[src/logic/dtc_cfg.svh]
// Register offsets, field positions, reset values and code values for the terminal command logic.
`ifndef DTC_CFG_SVH
`define DTC_CFG_SVH

// ----------------------------------------------------------------------------
// Register byte offsets
// ----------------------------------------------------------------------------
`define DTC_OFS_CTRL        8'h00
`define DTC_OFS_IN_ASSIGN   8'h04
`define DTC_OFS_RUN_ASSIGN  8'h08
`define DTC_OFS_OUT1_SEL    8'h0C
`define DTC_OFS_OUT2_SEL    8'h10
`define DTC_OFS_RELAY_SEL   8'h14
`define DTC_OFS_DECEL_TIME  8'h18
`define DTC_OFS_STATUS      8'h1C

// ----------------------------------------------------------------------------
// Field positions
// ----------------------------------------------------------------------------
`define DTC_CTRL_POL_BIT    0
`define DTC_CTRL_MODE_LSB   1
`define DTC_CTRL_CLR_BIT    3
`define DTC_ST_MON_LSB      8
`define DTC_ST_DECEL_BIT    16
`define DTC_ST_ALARM_BIT    17
`define DTC_ST_OUT_LSB      18

// ----------------------------------------------------------------------------
// Reset values
// ----------------------------------------------------------------------------
`define DTC_RST_OUT1_SEL    11'h000
`define DTC_RST_OUT2_SEL    11'h001
`define DTC_RST_RELAY_SEL   11'h063
`define DTC_RST_ASSIGN      8'h00
`define DTC_RST_RUN_A       8'h62
`define DTC_RST_RUN_B       8'h63
`define DTC_RST_DECEL_TIME  16'h0064

// ----------------------------------------------------------------------------
// Input command codes
// ----------------------------------------------------------------------------
`define DTC_IN_PID_CANCEL   8'h14
`define DTC_IN_INVERT       8'h15
`define DTC_IN_LINK_PRIO    8'h18
`define DTC_IN_MONITOR      8'h19
`define DTC_IN_SPEED_SRCH   8'h1A
`define DTC_IN_FORCED_STOP  8'h1E
`define DTC_IN_PID_CLEAR    8'h21
`define DTC_IN_PID_FREEZE   8'h22
`define DTC_IN_RUN_FWD      8'h62
`define DTC_IN_RUN_BWD      8'h63

// ----------------------------------------------------------------------------
// Output selection codes
// ----------------------------------------------------------------------------
`define DTC_NEG_OFFSET      11'h3E8
`define DTC_OC_RUN          11'h000
`define DTC_OC_FAR          11'h001
`define DTC_OC_FDT          11'h002
`define DTC_OC_LU           11'h003
`define DTC_OC_TORQ_POL     11'h004
`define DTC_OC_OUT_LIM      11'h005
`define DTC_OC_RESTART      11'h006
`define DTC_OC_OVL_WARN     11'h007
`define DTC_OC_READY        11'h00A
`define DTC_OC_FAR2         11'h015
`define DTC_OC_OUT_LIM2     11'h016
`define DTC_OC_AUTO_RST     11'h01A
`define DTC_OC_HEAT_WARN    11'h01C
`define DTC_OC_LIFE         11'h01E
`define DTC_OC_REF_LOSS     11'h021
`define DTC_OC_OUT_ON       11'h023
`define DTC_OC_OVL_PREV     11'h024
`define DTC_OC_CUR_DET      11'h025
`define DTC_OC_CUR_DET2     11'h026
`define DTC_OC_PID_ALARM    11'h02A
`define DTC_OC_MOTOR2       11'h031
`define DTC_OC_BRAKE        11'h039
`define DTC_OC_RSV_LO       11'h050
`define DTC_OC_RSV_HI       11'h052
`define DTC_OC_ALARM        11'h063

`endif

[src/logic/dtc_pkg.sv]
// Types shared by the terminal command logic.
`default_nettype none
package dtc_pkg;

  typedef logic [10:0] dtc_code_t;
  typedef logic [7:0]  dtc_asg_t;

  typedef enum logic [2:0] {
    DTC_FS_RUN   = 3'b001,
    DTC_FS_DECEL = 3'b010,
    DTC_FS_ALARM = 3'b100
  } dtc_fs_e;

  typedef struct packed {
    logic run;
    logic freq_reached_flag;
    logic freq_level_flag;
    logic undervoltage_flag;
    logic torque_polarity;
    logic output_limiting;
    logic restart_active;
    logic overload_warning;
    logic ready_to_run;
    logic freq_reached2;
    logic output_limiting2;
    logic auto_resetting;
    logic heatsink_warning;
    logic life_alarm;
    logic reference_loss;
    logic output_on;
    logic overload_prevent;
    logic current_detect;
    logic current_detect2;
    logic pid_alarm;
    logic motor2_selected;
    logic brake_command_out;
    logic any_fault_flag;
  } dtc_status_s;

  typedef struct packed {
    logic pid_enable;
    logic pid_out_inverse;
    logic manual_inverse;
    logic analog1_inverse;
    logic link_priority;
    logic idle_speed_search;
    logic pid_clear;
    logic pid_integral_freeze;
    logic run_forward;
    logic run_backward;
    logic forced_stop_decel;
    logic forced_stop_alarm;
  } dtc_drive_s;

endpackage
`default_nettype wire

[src/logic/dtc_top.sv]
// Terminal command decoder and programmable output router with an AHB-Lite register slave.
`timescale 1ns/1ps
`default_nettype none
`include "dtc_cfg.svh"

module dtc_top (
  input  wire logic                 CLK,
  input  wire logic                 NRST,
  input  wire logic                 HSEL,
  input  wire logic [31:0]          HADDR,
  input  wire logic [1:0]           HTRANS,
  input  wire logic                 HWRITE,
  input  wire logic [2:0]           HSIZE,
  input  wire logic [31:0]          HWDATA,
  input  wire logic                 HREADY,
  output logic      [31:0]          HRDATA,
  output logic                      HREADYOUT,
  output logic                      HRESP,
  input  wire logic [4:0]           TERM_IN,
  input  wire logic                 MOTOR_STOPPED,
  input  wire dtc_pkg::dtc_status_s STATUS_IN,
  output dtc_pkg::dtc_drive_s       DRIVE_OUT,
  output logic      [15:0]          FORCED_STOP_DECEL_TIME,
  output logic                      TRANSISTOR_OUT_A,
  output logic                      TRANSISTOR_OUT_B,
  output logic                      RELAY_CONTACTS
);
  import dtc_pkg::*;

  localparam int NTERM = 5;
  localparam int NGEN  = 3;

  // --------------------------------------------------------------------------
  // Decoding functions
  // --------------------------------------------------------------------------
  // Terminals 3 and 4 are the two dedicated run-assignment terminals.
  function automatic logic cmd_assigned(input dtc_asg_t [NTERM-1:0] asg, input dtc_asg_t code);
    logic hit;
    hit = 1'b0;
    for (int i = 0; i < NTERM; i++) begin
      if (asg[i] == code) begin
        if (i >= NGEN || (code != `DTC_IN_RUN_FWD && code != `DTC_IN_RUN_BWD)) begin
          hit = 1'b1;
        end
      end
    end
    return hit;
  endfunction

  function automatic logic cmd_on(input dtc_asg_t [NTERM-1:0] asg, input logic [NTERM-1:0] lvl,
                                  input dtc_asg_t code);
    logic hit;
    hit = 1'b0;
    for (int i = 0; i < NTERM; i++) begin
      if (asg[i] == code && lvl[i]) begin
        if (i >= NGEN || (code != `DTC_IN_RUN_FWD && code != `DTC_IN_RUN_BWD)) begin
          hit = 1'b1;
        end
      end
    end
    return hit;
  endfunction

  function automatic logic sel_out(input dtc_code_t code, input dtc_status_s st);
    dtc_code_t base;
    logic      neg;
    logic      sig;
    neg  = (code >= `DTC_NEG_OFFSET);
    base = neg ? code - `DTC_NEG_OFFSET : code;
    case (base)
      `DTC_OC_RUN:       sig = st.run;
      `DTC_OC_FAR:       sig = st.freq_reached_flag;
      `DTC_OC_FDT:       sig = st.freq_level_flag;
      `DTC_OC_LU:        sig = st.undervoltage_flag;
      `DTC_OC_TORQ_POL:  sig = st.torque_polarity;
      `DTC_OC_OUT_LIM:   sig = st.output_limiting;
      `DTC_OC_RESTART:   sig = st.restart_active;
      `DTC_OC_OVL_WARN:  sig = st.overload_warning;
      `DTC_OC_READY:     sig = st.ready_to_run;
      `DTC_OC_FAR2:      sig = st.freq_reached2;
      `DTC_OC_OUT_LIM2:  sig = st.output_limiting2;
      `DTC_OC_AUTO_RST:  sig = st.auto_resetting;
      `DTC_OC_HEAT_WARN: sig = st.heatsink_warning;
      `DTC_OC_LIFE:      sig = st.life_alarm;
      `DTC_OC_REF_LOSS:  sig = st.reference_loss;
      `DTC_OC_OUT_ON:    sig = st.output_on;
      `DTC_OC_OVL_PREV:  sig = st.overload_prevent;
      `DTC_OC_CUR_DET:   sig = st.current_detect;
      `DTC_OC_CUR_DET2:  sig = st.current_detect2;
      `DTC_OC_PID_ALARM: sig = st.pid_alarm;
      `DTC_OC_MOTOR2:    sig = st.motor2_selected;
      `DTC_OC_BRAKE:     sig = st.brake_command_out;
      `DTC_OC_ALARM:     sig = st.any_fault_flag;
      default:           sig = 1'b0;
    endcase
    // Codes past 1099 still count as active-OFF, land in the default above and so read 1.
    return sig ^ neg;
  endfunction

  // --------------------------------------------------------------------------
  // Terminal synchronisers
  // --------------------------------------------------------------------------
  logic [NTERM-1:0] sync1_q;
  logic [NTERM-1:0] sync2_q;
  logic [NTERM-1:0] sync3_q;
  logic [NTERM-1:0] level_q;
  logic [NTERM-1:0] level_d;

  genvar g;
  generate
    for (g = 0; g < NTERM; g++) begin : g_term
      // A level is only believed once two later stages agree, so a one-cycle glitch never counts.
      always_comb begin
        level_d[g] = (sync2_q[g] == sync3_q[g]) ? sync3_q[g] : level_q[g];
      end
    end
  endgenerate

  always_ff @(posedge CLK) begin
    if (!NRST) begin
      sync1_q <= '0;
      sync2_q <= '0;
      sync3_q <= '0;
      level_q <= '0;
    end else begin
      sync1_q <= TERM_IN;
      sync2_q <= sync1_q;
      sync3_q <= sync2_q;
      level_q <= level_d;
    end
  end

  // --------------------------------------------------------------------------
  // AHB-Lite register slave
  // --------------------------------------------------------------------------
  logic                    pol_q;
  logic                    pol_d;
  logic [1:0]              mode_q;
  logic [1:0]              mode_d;
  dtc_asg_t [NTERM-1:0]    asg_q;
  dtc_asg_t [NTERM-1:0]    asg_d;
  dtc_code_t               sel1_q;
  dtc_code_t               sel1_d;
  dtc_code_t               sel2_q;
  dtc_code_t               sel2_d;
  dtc_code_t               selr_q;
  dtc_code_t               selr_d;
  logic [15:0]             decel_q;
  logic [15:0]             decel_d;
  logic                    wr_pend_q;
  logic                    wr_pend_d;
  logic [7:0]              wr_addr_q;
  logic [7:0]              wr_addr_d;
  logic [31:0]             rdata_q;
  logic [31:0]             rdata_d;
  logic                    alarm_clr;
  logic                    accept;
  logic [31:0]             status_word;
  dtc_fs_e                 fs_q;
  logic [NTERM-1:0]        monitor_bits;
  logic                    y1_q;
  logic                    y2_q;
  logic                    relay_q;

  assign accept    = HSEL && HTRANS[1] && HREADY;
  assign HREADYOUT = 1'b1;
  assign HRESP     = 1'b0;
  assign HRDATA    = rdata_q;

  always_comb begin
    for (int i = 0; i < NTERM; i++) begin
      monitor_bits[i] = level_q[i] && (asg_q[i] == `DTC_IN_MONITOR);
    end
    status_word = '0;
    status_word[NTERM-1:0] = level_q;
    status_word[`DTC_ST_MON_LSB +: NTERM] = monitor_bits;
    status_word[`DTC_ST_DECEL_BIT] = (fs_q == DTC_FS_DECEL);
    status_word[`DTC_ST_ALARM_BIT] = (fs_q == DTC_FS_ALARM);
    status_word[`DTC_ST_OUT_LSB +: 3] = {relay_q, y2_q, y1_q};
  end

  always_comb begin
    wr_pend_d = accept && HWRITE;
    wr_addr_d = accept ? HADDR[7:0] : wr_addr_q;
    rdata_d   = '0;
    if (accept && !HWRITE) begin
      case (HADDR[7:0])
        `DTC_OFS_CTRL:       rdata_d = {28'h000_0000, 1'b0, mode_q, pol_q};
        `DTC_OFS_IN_ASSIGN:  rdata_d = {8'h00, asg_q[2], asg_q[1], asg_q[0]};
        `DTC_OFS_RUN_ASSIGN: rdata_d = {16'h0000, asg_q[4], asg_q[3]};
        `DTC_OFS_OUT1_SEL:   rdata_d = {21'h00_0000, sel1_q};
        `DTC_OFS_OUT2_SEL:   rdata_d = {21'h00_0000, sel2_q};
        `DTC_OFS_RELAY_SEL:  rdata_d = {21'h00_0000, selr_q};
        `DTC_OFS_DECEL_TIME: rdata_d = {16'h0000, decel_q};
        `DTC_OFS_STATUS:     rdata_d = status_word;
        default:             rdata_d = '0;
      endcase
    end
    pol_d     = pol_q;
    mode_d    = mode_q;
    asg_d     = asg_q;
    sel1_d    = sel1_q;
    sel2_d    = sel2_q;
    selr_d    = selr_q;
    decel_d   = decel_q;
    alarm_clr = 1'b0;
    if (wr_pend_q) begin
      case (wr_addr_q)
        `DTC_OFS_CTRL: begin
          pol_d     = HWDATA[`DTC_CTRL_POL_BIT];
          mode_d    = HWDATA[`DTC_CTRL_MODE_LSB +: 2];
          alarm_clr = HWDATA[`DTC_CTRL_CLR_BIT];
        end
        `DTC_OFS_IN_ASSIGN: begin
          asg_d[0] = HWDATA[7:0];
          asg_d[1] = HWDATA[15:8];
          asg_d[2] = HWDATA[23:16];
        end
        `DTC_OFS_RUN_ASSIGN: begin
          asg_d[3] = HWDATA[7:0];
          asg_d[4] = HWDATA[15:8];
        end
        `DTC_OFS_OUT1_SEL:   sel1_d  = HWDATA[10:0];
        `DTC_OFS_OUT2_SEL:   sel2_d  = HWDATA[10:0];
        `DTC_OFS_RELAY_SEL:  selr_d  = HWDATA[10:0];
        `DTC_OFS_DECEL_TIME: decel_d = HWDATA[15:0];
        default: begin
        end
      endcase
    end
  end

  always_ff @(posedge CLK) begin
    if (!NRST) begin
      wr_pend_q <= 1'b0;
      wr_addr_q <= 8'h00;
      rdata_q   <= '0;
      pol_q     <= 1'b0;
      mode_q    <= 2'h0;
      asg_q[0]  <= `DTC_RST_ASSIGN;
      asg_q[1]  <= `DTC_RST_ASSIGN;
      asg_q[2]  <= `DTC_RST_ASSIGN;
      asg_q[3]  <= `DTC_RST_RUN_A;
      asg_q[4]  <= `DTC_RST_RUN_B;
      sel1_q    <= `DTC_RST_OUT1_SEL;
      sel2_q    <= `DTC_RST_OUT2_SEL;
      selr_q    <= `DTC_RST_RELAY_SEL;
      decel_q   <= `DTC_RST_DECEL_TIME;
    end else begin
      wr_pend_q <= wr_pend_d;
      wr_addr_q <= wr_addr_d;
      rdata_q   <= rdata_d;
      pol_q     <= pol_d;
      mode_q    <= mode_d;
      asg_q     <= asg_d;
      sel1_q    <= sel1_d;
      sel2_q    <= sel2_d;
      selr_q    <= selr_d;
      decel_q   <= decel_d;
    end
  end

  // --------------------------------------------------------------------------
  // Forced stop sequence
  // --------------------------------------------------------------------------
  logic    stop_on;
  logic    stop_prev_q;
  dtc_fs_e fs_d;

  // Without an assigned forced-stop terminal the drive is never held stopped.
  assign stop_on = !cmd_assigned(asg_q, `DTC_IN_FORCED_STOP) ||
                   cmd_on(asg_q, level_q, `DTC_IN_FORCED_STOP);

  always_comb begin
    fs_d = fs_q;
    case (fs_q)
      DTC_FS_RUN: begin
        if (stop_prev_q && !stop_on) begin
          fs_d = DTC_FS_DECEL;
        end
      end
      DTC_FS_DECEL: begin
        if (MOTOR_STOPPED) begin
          fs_d = DTC_FS_ALARM;
        end
      end
      DTC_FS_ALARM: begin
        // Leaving the alarm needs the stop terminal back ON, so a held stop cannot be cleared.
        if (alarm_clr && stop_on) begin
          fs_d = DTC_FS_RUN;
        end
      end
      default: fs_d = DTC_FS_RUN;
    endcase
  end

  always_ff @(posedge CLK) begin
    if (!NRST) begin
      fs_q        <= DTC_FS_RUN;
      stop_prev_q <= 1'b1;
    end else begin
      fs_q        <= fs_d;
      stop_prev_q <= stop_on;
    end
  end

  // --------------------------------------------------------------------------
  // Drive commands and output routing
  // --------------------------------------------------------------------------
  dtc_drive_s drv_q;
  dtc_drive_s drv_d;
  logic       invert_on;
  logic       cancel_on;
  logic       fwd_on;
  logic       bwd_on;
  logic       run_ok;
  logic       y1_d;
  logic       y2_d;
  logic       relay_d;

  assign invert_on = cmd_on(asg_q, level_q, `DTC_IN_INVERT);
  assign cancel_on = cmd_on(asg_q, level_q, `DTC_IN_PID_CANCEL);
  assign fwd_on    = cmd_on(asg_q, level_q, `DTC_IN_RUN_FWD);
  assign bwd_on    = cmd_on(asg_q, level_q, `DTC_IN_RUN_BWD);
  assign run_ok    = (fs_q == DTC_FS_RUN);

  always_comb begin
    drv_d = '0;
    drv_d.pid_enable          = (mode_q != 2'h0) && !cancel_on;
    drv_d.pid_out_inverse     = (mode_q == 2'h2) ^ invert_on;
    drv_d.manual_inverse      = pol_q;
    drv_d.analog1_inverse     = pol_q ^ invert_on;
    drv_d.link_priority       = !cmd_assigned(asg_q, `DTC_IN_LINK_PRIO) ||
                                cmd_on(asg_q, level_q, `DTC_IN_LINK_PRIO);
    drv_d.idle_speed_search   = cmd_on(asg_q, level_q, `DTC_IN_SPEED_SRCH);
    drv_d.pid_clear           = cmd_on(asg_q, level_q, `DTC_IN_PID_CLEAR);
    drv_d.pid_integral_freeze = cmd_on(asg_q, level_q, `DTC_IN_PID_FREEZE);
    // Both directions at once is ambiguous, so the drive is left to decelerate.
    drv_d.run_forward         = run_ok && fwd_on && !bwd_on;
    drv_d.run_backward        = run_ok && bwd_on && !fwd_on;
    drv_d.forced_stop_decel   = (fs_q == DTC_FS_DECEL);
    drv_d.forced_stop_alarm   = (fs_q == DTC_FS_ALARM);
    y1_d    = sel_out(sel1_q, STATUS_IN);
    y2_d    = sel_out(sel2_q, STATUS_IN);
    relay_d = sel_out(selr_q, STATUS_IN);
  end

  always_ff @(posedge CLK) begin
    if (!NRST) begin
      drv_q   <= '0;
      y1_q    <= 1'b0;
      y2_q    <= 1'b0;
      relay_q <= 1'b0;
    end else begin
      drv_q   <= drv_d;
      y1_q    <= y1_d;
      y2_q    <= y2_d;
      relay_q <= relay_d;
    end
  end

  assign DRIVE_OUT              = drv_q;
  assign FORCED_STOP_DECEL_TIME = decel_q;
  assign TRANSISTOR_OUT_A       = y1_q;
  assign TRANSISTOR_OUT_B       = y2_q;
  assign RELAY_CONTACTS         = relay_q;

endmodule
`default_nettype wire

[config.mk]
export PLATFORM = sky130hd
export DESIGN_NAME = dtc_top
export DESIGN_NICKNAME = d
export VERILOG_FILES = /design/src/logic/dtc_pkg.sv /design/src/logic/dtc_top.sv
export VERILOG_INCLUDE_DIRS = /design/src /design/src/logic
export SDC_FILE = /design/constraint.sdc
export NUM_CORES = 1
export LEC_CHECK = 0
export BUFFER_PORTS_ARGS = -buffer_cell sky130_fd_sc_hd__buf_2
export CORE_MARGIN = 4
export CORE_UTILIZATION = 30
export CTS_CLUSTER_SIZE = 12
export DETAILED_ROUTE_END_ITERATION = 8
export HOLD_SLACK_MARGIN = 0.06
export SLEW_MARGIN = 25
export SYNTH_ARGS = -nofsm -noshare
export SYNTH_HDL_FRONTEND = slang
export SYNTH_SLANG_ARGS = --single-unit
[constraint.sdc]
create_clock -name CLK -period 5.5 [get_ports CLK]
set_input_delay 1.1 -clock CLK [delete_from_list [all_inputs] [get_ports CLK]]
set_output_delay 1.1 -clock CLK [all_outputs]
set_load 0.03 [all_outputs]
Word level (Yosys, flattened, before mapping). Index checks and enable logic that the tools add are counted.

Eq/ne operators: 135. Add/subtract/negate cells: 3. Bitwise gates (word level): 5. Mux-type cells: 62. Order comparisons: 3. Reductions and logical operators: 79.

Operators with widths (count): $eq 8x5->1 const B (37); $eq 11x6->1 const B (24); $pmux 24 s8 (1); $eq 11x5->1 const B (15); $eq 11x3->1 const B (12); $eq 8x6->1 const B (10); $pmux 1 s23 (3); $eq 11x2->1 const B (6); $logic_and 1x1->1 (55); $mux 1 (51); $eq 11x1->1 const B (3); $eq 11x4->1 const B (3); $eq 11x7->1 const B (3); $ge 11x10->1 const B (3); $logic_not 11->1 (3); $mux 11 (3); $sub 11x10->11 const B (3); $eq 8x4->1 const B (4); $eq 8x7->1 const B (4); $eq 8x3->1 const B (2); $logic_not 8->1 (2); $reduce_and 2->1 (8); $mux 3 (3); $pmux 3 s3 (1); other kinds (12) (28).

Flip-flop bits (word level): 172. Logic and storage cells: 326. Output and inout bits: 65.

Longest topological paths before layout.
Word-level depth: 12. Depth in mapped cells: 14. Gate-level depth less buffers: 10.

Worst setup path after synthesis. OpenSTA, ideal clock, no wires.

Path type: input to register. Start point: input port HADDR[7]. End point: register rdata_q[12] (netlist: HRDATA[12]). Buffers on the path: 1. Setup slack: 2.663 ns. Stages on the path: 5. Required time: 5.426 ns. Arrival time: 2.762 ns. Setup time: 0.074 ns. Cells stage by stage: or3_1 > nor4_1 > clkbuf_1 > a22oi_1 > a31oi_1.

Word-level cells in the longest chain between the ends: 2.

RTL lines: from (decl) (RTL line dtc_top.sv:10) `input wire logic [31:0] HADDR,`; $eq 8x5->1, or another cell as far along (RTL line dtc_top.sv:187) `case (HADDR[7:0])`; $pmux 24 s8 * (RTL line dtc_top.sv:187); to (signal assigned) (RTL line dtc_top.sv:252) `rdata_q <= rdata_d;`; to (decl) (RTL line dtc_top.sv:154) `logic [31:0] rdata_q;`.

Every way passes the cells marked *; elsewhere a longest branch is shown, timed or not. A chain may end at the register's enable or synchronous reset.

Final worst setup path.
Start point: register selr_q[3]. End point: register relay_q (netlist: RELAY_CONTACTS).

Word-level cells in the longest chain between the ends: 5.

RTL lines: from (decl) (RTL line dtc_top.sv:146) `dtc_code_t selr_q;`; from (signal assigned) (RTL line dtc_top.sv:247) `` selr_q <= `DTC_RST_RELAY_SEL; ``; from (signal assigned) (RTL line dtc_top.sv:258) `selr_q <= selr_d;`; $sub 11x10->11 (no source line) or $ge 11x10->1 (tied branches); $mux 11 (RTL line dtc_top.sv:69) `` base = neg ? code - `DTC_NEG_OFFSET : code; ``; $eq 11x7->1, or another cell as far along (RTL line dtc_top.sv:70) `case (base)`; $pmux 1 s23 (RTL line dtc_top.sv:70); $xor 1x1->1 * (RTL line dtc_top.sv:97) `return sig ^ neg;`; to (signal assigned) (RTL line dtc_top.sv:358) `relay_q <= relay_d;`; to (decl) (RTL line dtc_top.sv:163) `logic relay_q;`.

Marked as above.

==> out/qor.yml <==
status: "completed"
cts_buffers: 17
cts_root_buffer: "clkbuf_16"
p_int_uw: 1982
grt_pass1_wl_mm: 46.07
start_kind: "flip-flop"
vias: 8483
synth.most_common_cell: "nand2_1"
worstPathRequired_ns: 5.87
syn_area_per_cell_um2: 8.224
path_cells: "inv_1 > ha_1 > nor2b_1 > a211oi_1 > a221o_1 > mux2_4 > a32oi_1 > a41oi_1 > or3_1 > a21boi_1"
slowest_delay_ns: 0.54
max_freq_mhz: 308.4
hold_class: "flip-flop to flip-flop"
wl_per_cell_um: 19.35
tns_ns: 0
slew_viol_final: 0
antenna_found_initial: 0
cellPowerDensity_mw_per_mm2: 250.2
path_max_fanout: 9
maxCapViolCount: 0
grt_pass1_vias: 7787
synth_xor_area_frac: 0.004944
cp-startpoint: "selr_q[3]"
io_pins: 168
cts.sinks: 164
grt_usage: 0.1781
antenna_cells: 0
core_mm2: 0.02894
tightestPinTransition_ns: 1.023
place_congestion: 0.9178
combPwrFrac: 0.050
synth.area.top_cells: "dfxtp_1 37%, nand2_1 8.9%, a21boi_0 5.8%, mux2i_1 4.3%, nor2b_1 3.5%"
ys_types: 80
crit_buf_inv: 1
die_h_um: 179.8
synth.top_cell.area_share: 0.3707
synth-main-ff-cell: "dfxtp_1"
fin_crit_ns: 3.243
crit_family: "compound AO/OA/AOI/OAI gates"
worst_slack_ns: 2.257
synth_fa_ha_area_frac: 0.004238
tritoncts: "built"
cp-end-kind: "flip-flop"
synth_mux_area_frac: 0.06498
synth_area_mm2: 0.008857
hp-start: "sync1_q[1]"
fin_crit_sh: 0.5895
setup_viol: 0
clk_pin_slew_ns: 0.07
switching_share: 0.2331
hpwl_mm: 21.69
routed_via_density: 5.476
final_util: 0.3569
yosys_warnings: 0
netlist_instances: 1077
drt_pass1_iterations: 7
drt.antenna.violating_nets: 0
drc: 0
overflow: 0
p_clk_frac: 0.484
hold_buffers: 0
synth_compound_area_frac: 0.2113
synthTopCellsByCount: "211 x nand2_1, 164 x dfxtp_1, 69 x a21boi_0, 63 x clkbuf_1, 52 x nor2_1"
num-fill-cells: 3001
row_count: 62
syn2layout_area_growth_pct: 16.60
drt_first_iter_violations: 948
cellLeakagePower_uw: 0.003735
post_cts_buffers: 0
htreeDepth: 4
synth_seq_cells: 164
cts_resized: 0
skew_ns: 0.01203
clock_path_buffers: 2
async_reset_ff_frac: 0
synth_top_area_cell: "dfxtp_1"
register_area_mm2: 0.003283
slew-limit-headroom: 0.3082
pre_cts_slack_ns: 2.214
multi_input_area_mm2: 0.005199
dp_cells: 1517
initial_core_util: 0.3061
synth_enable_flop_cells: 0
grt_start_max_net_pins: 73
num-nets-final: 1258
synth_top_family_by_area: "simple AND/OR/NAND/NOR gates"
worstPathArrival_ns: 3.61
yosysSeqAreaShare: 0.3707
hold_slack_ns: 0.4289
ir_worst_vdd_v: 0.0001733
clkLatencyLatePin_ns: 0.43
fin_cells: 1549
switchingPower_uw: 602.3
power_frac_seq: 0.467
synthSimpleGateAreaFrac: 0.2928
rsz0062_at_grt: "false"
final_hold_viol_count: 0
die_area_mm2: 0.03234
drt_wl_total_mm: 29.98
dieWidth_um: 179.8
worst_path_max_delay_cell: "dfxtp_1"
io_buffers: 121
crit-reg2reg-launch: "selr_q[3]"
final_layout_size_suffix_gt1_frac: 0.1700
path_class: "flip-flop to flip-flop"
per-stage QoR:
step                      cell area (µm²)  total power [µW]
after floorplan                      8887              1299
after global placement               9708              1358
after detailed placement             9713              1360
after CTS                           10330              2600
after global routing                10330              2659
final                               10330              2584
final timing paths:
check	endpoint	slack, ns	cells past startpoint
setup / recovery	RELAY_CONTACTS	2.26	10
hold reg to reg	sync2_q[1]	0.43	1
setup reg to reg	RELAY_CONTACTS	2.26	10
hold / removal	sync2_q[1]	0.43	1
kinds of logic after synthesis:
kind of cell / Yosys count
flip-flops: 164
XOR/XNOR: 5
AND/OR/NAND/NOR: 501
adder cells (fa/ha/maj): 3
multiplexers: 49
AO/OA/AOI/OAI: 255
other: 2
buffers and inverters: 98
worst register-to-register path: cells and delay by family (launching register included):
kind / cells / cell delay, ns
flip-flops: 1 / 0.54
adder cells (fa/ha/maj): 1 / 0.30
AND/OR/NAND/NOR: 2 / 0.83
AO/OA/AOI/OAI: 5 / 1.06
buffers and inverters: 1 / 0.09
multiplexers: 1 / 0.34
sequential cells by signal, indices dropped and copies added, names as in the netlist:
register                flops
DRIVE_OUT                  12
mode_q                      2
FORCED_STOP_DECEL_TIME     16
wr_pend_q                   1
sync3_q                     5
RELAY_CONTACTS              1
level_q                     5
pol_q                       1
sel1_q                     11
TRANSISTOR_OUT_A            1
sync2_q                     5
asg_q                      40
fs_q                        3
wr_addr_q                   8
TRANSISTOR_OUT_B            1
HRDATA                     24
sel2_q                     11
stop_prev_q                 1
selr_q                     11
sync1_q                     5
layout make-up:
cell class,count,share of cell area
sequential,164,0.3179
clock inverter,13,0.01660
tap,384,0.04652
inverter,12,0.004362
timing repair buffer,134,0.06833
clock buffer,19,0.04289
multi-input combinational,823,0.5034
layout by cell type (no fill, tap or decap), drive strengths merged, types with 20 or more instances in the layout:
cell type,n
dfxtp,164
mux2i,38
a21oi,20
a22oi,36
a21boi,70
nand2,211
nor2b,49
nand3,27
buf,134
and2,26
o21ai,23
nor2,52
power groups by stage:
stage          registers, µW  logic, µW  clock network (µW)
2_1_floorplan           1230       66.6                   0
3_3_place_gp            1230        127                   0
3_5_place_dp            1230        127                   0
4_1_cts                 1210        127                1270
5_1_grt                 1210        139                1310
6_report                1210        129                1250
per-layer routing:
| metal | vias to the layer above | share of wire | GRT usage |
|---|---|---|---|
| met5 | - | 0 | 0 |
| met4 | 0 | 0.023 | 0.05120 |
| met3 | 37 | 0.076 | 0.03961 |
| met2 | 334 | 0.45 | 0.2726 |
| met1 | 4075 | 0.45 | 0.2522 |
| li1 | 4037 | - | - |
No activity file was read; power rests on OpenSTA's default activity.
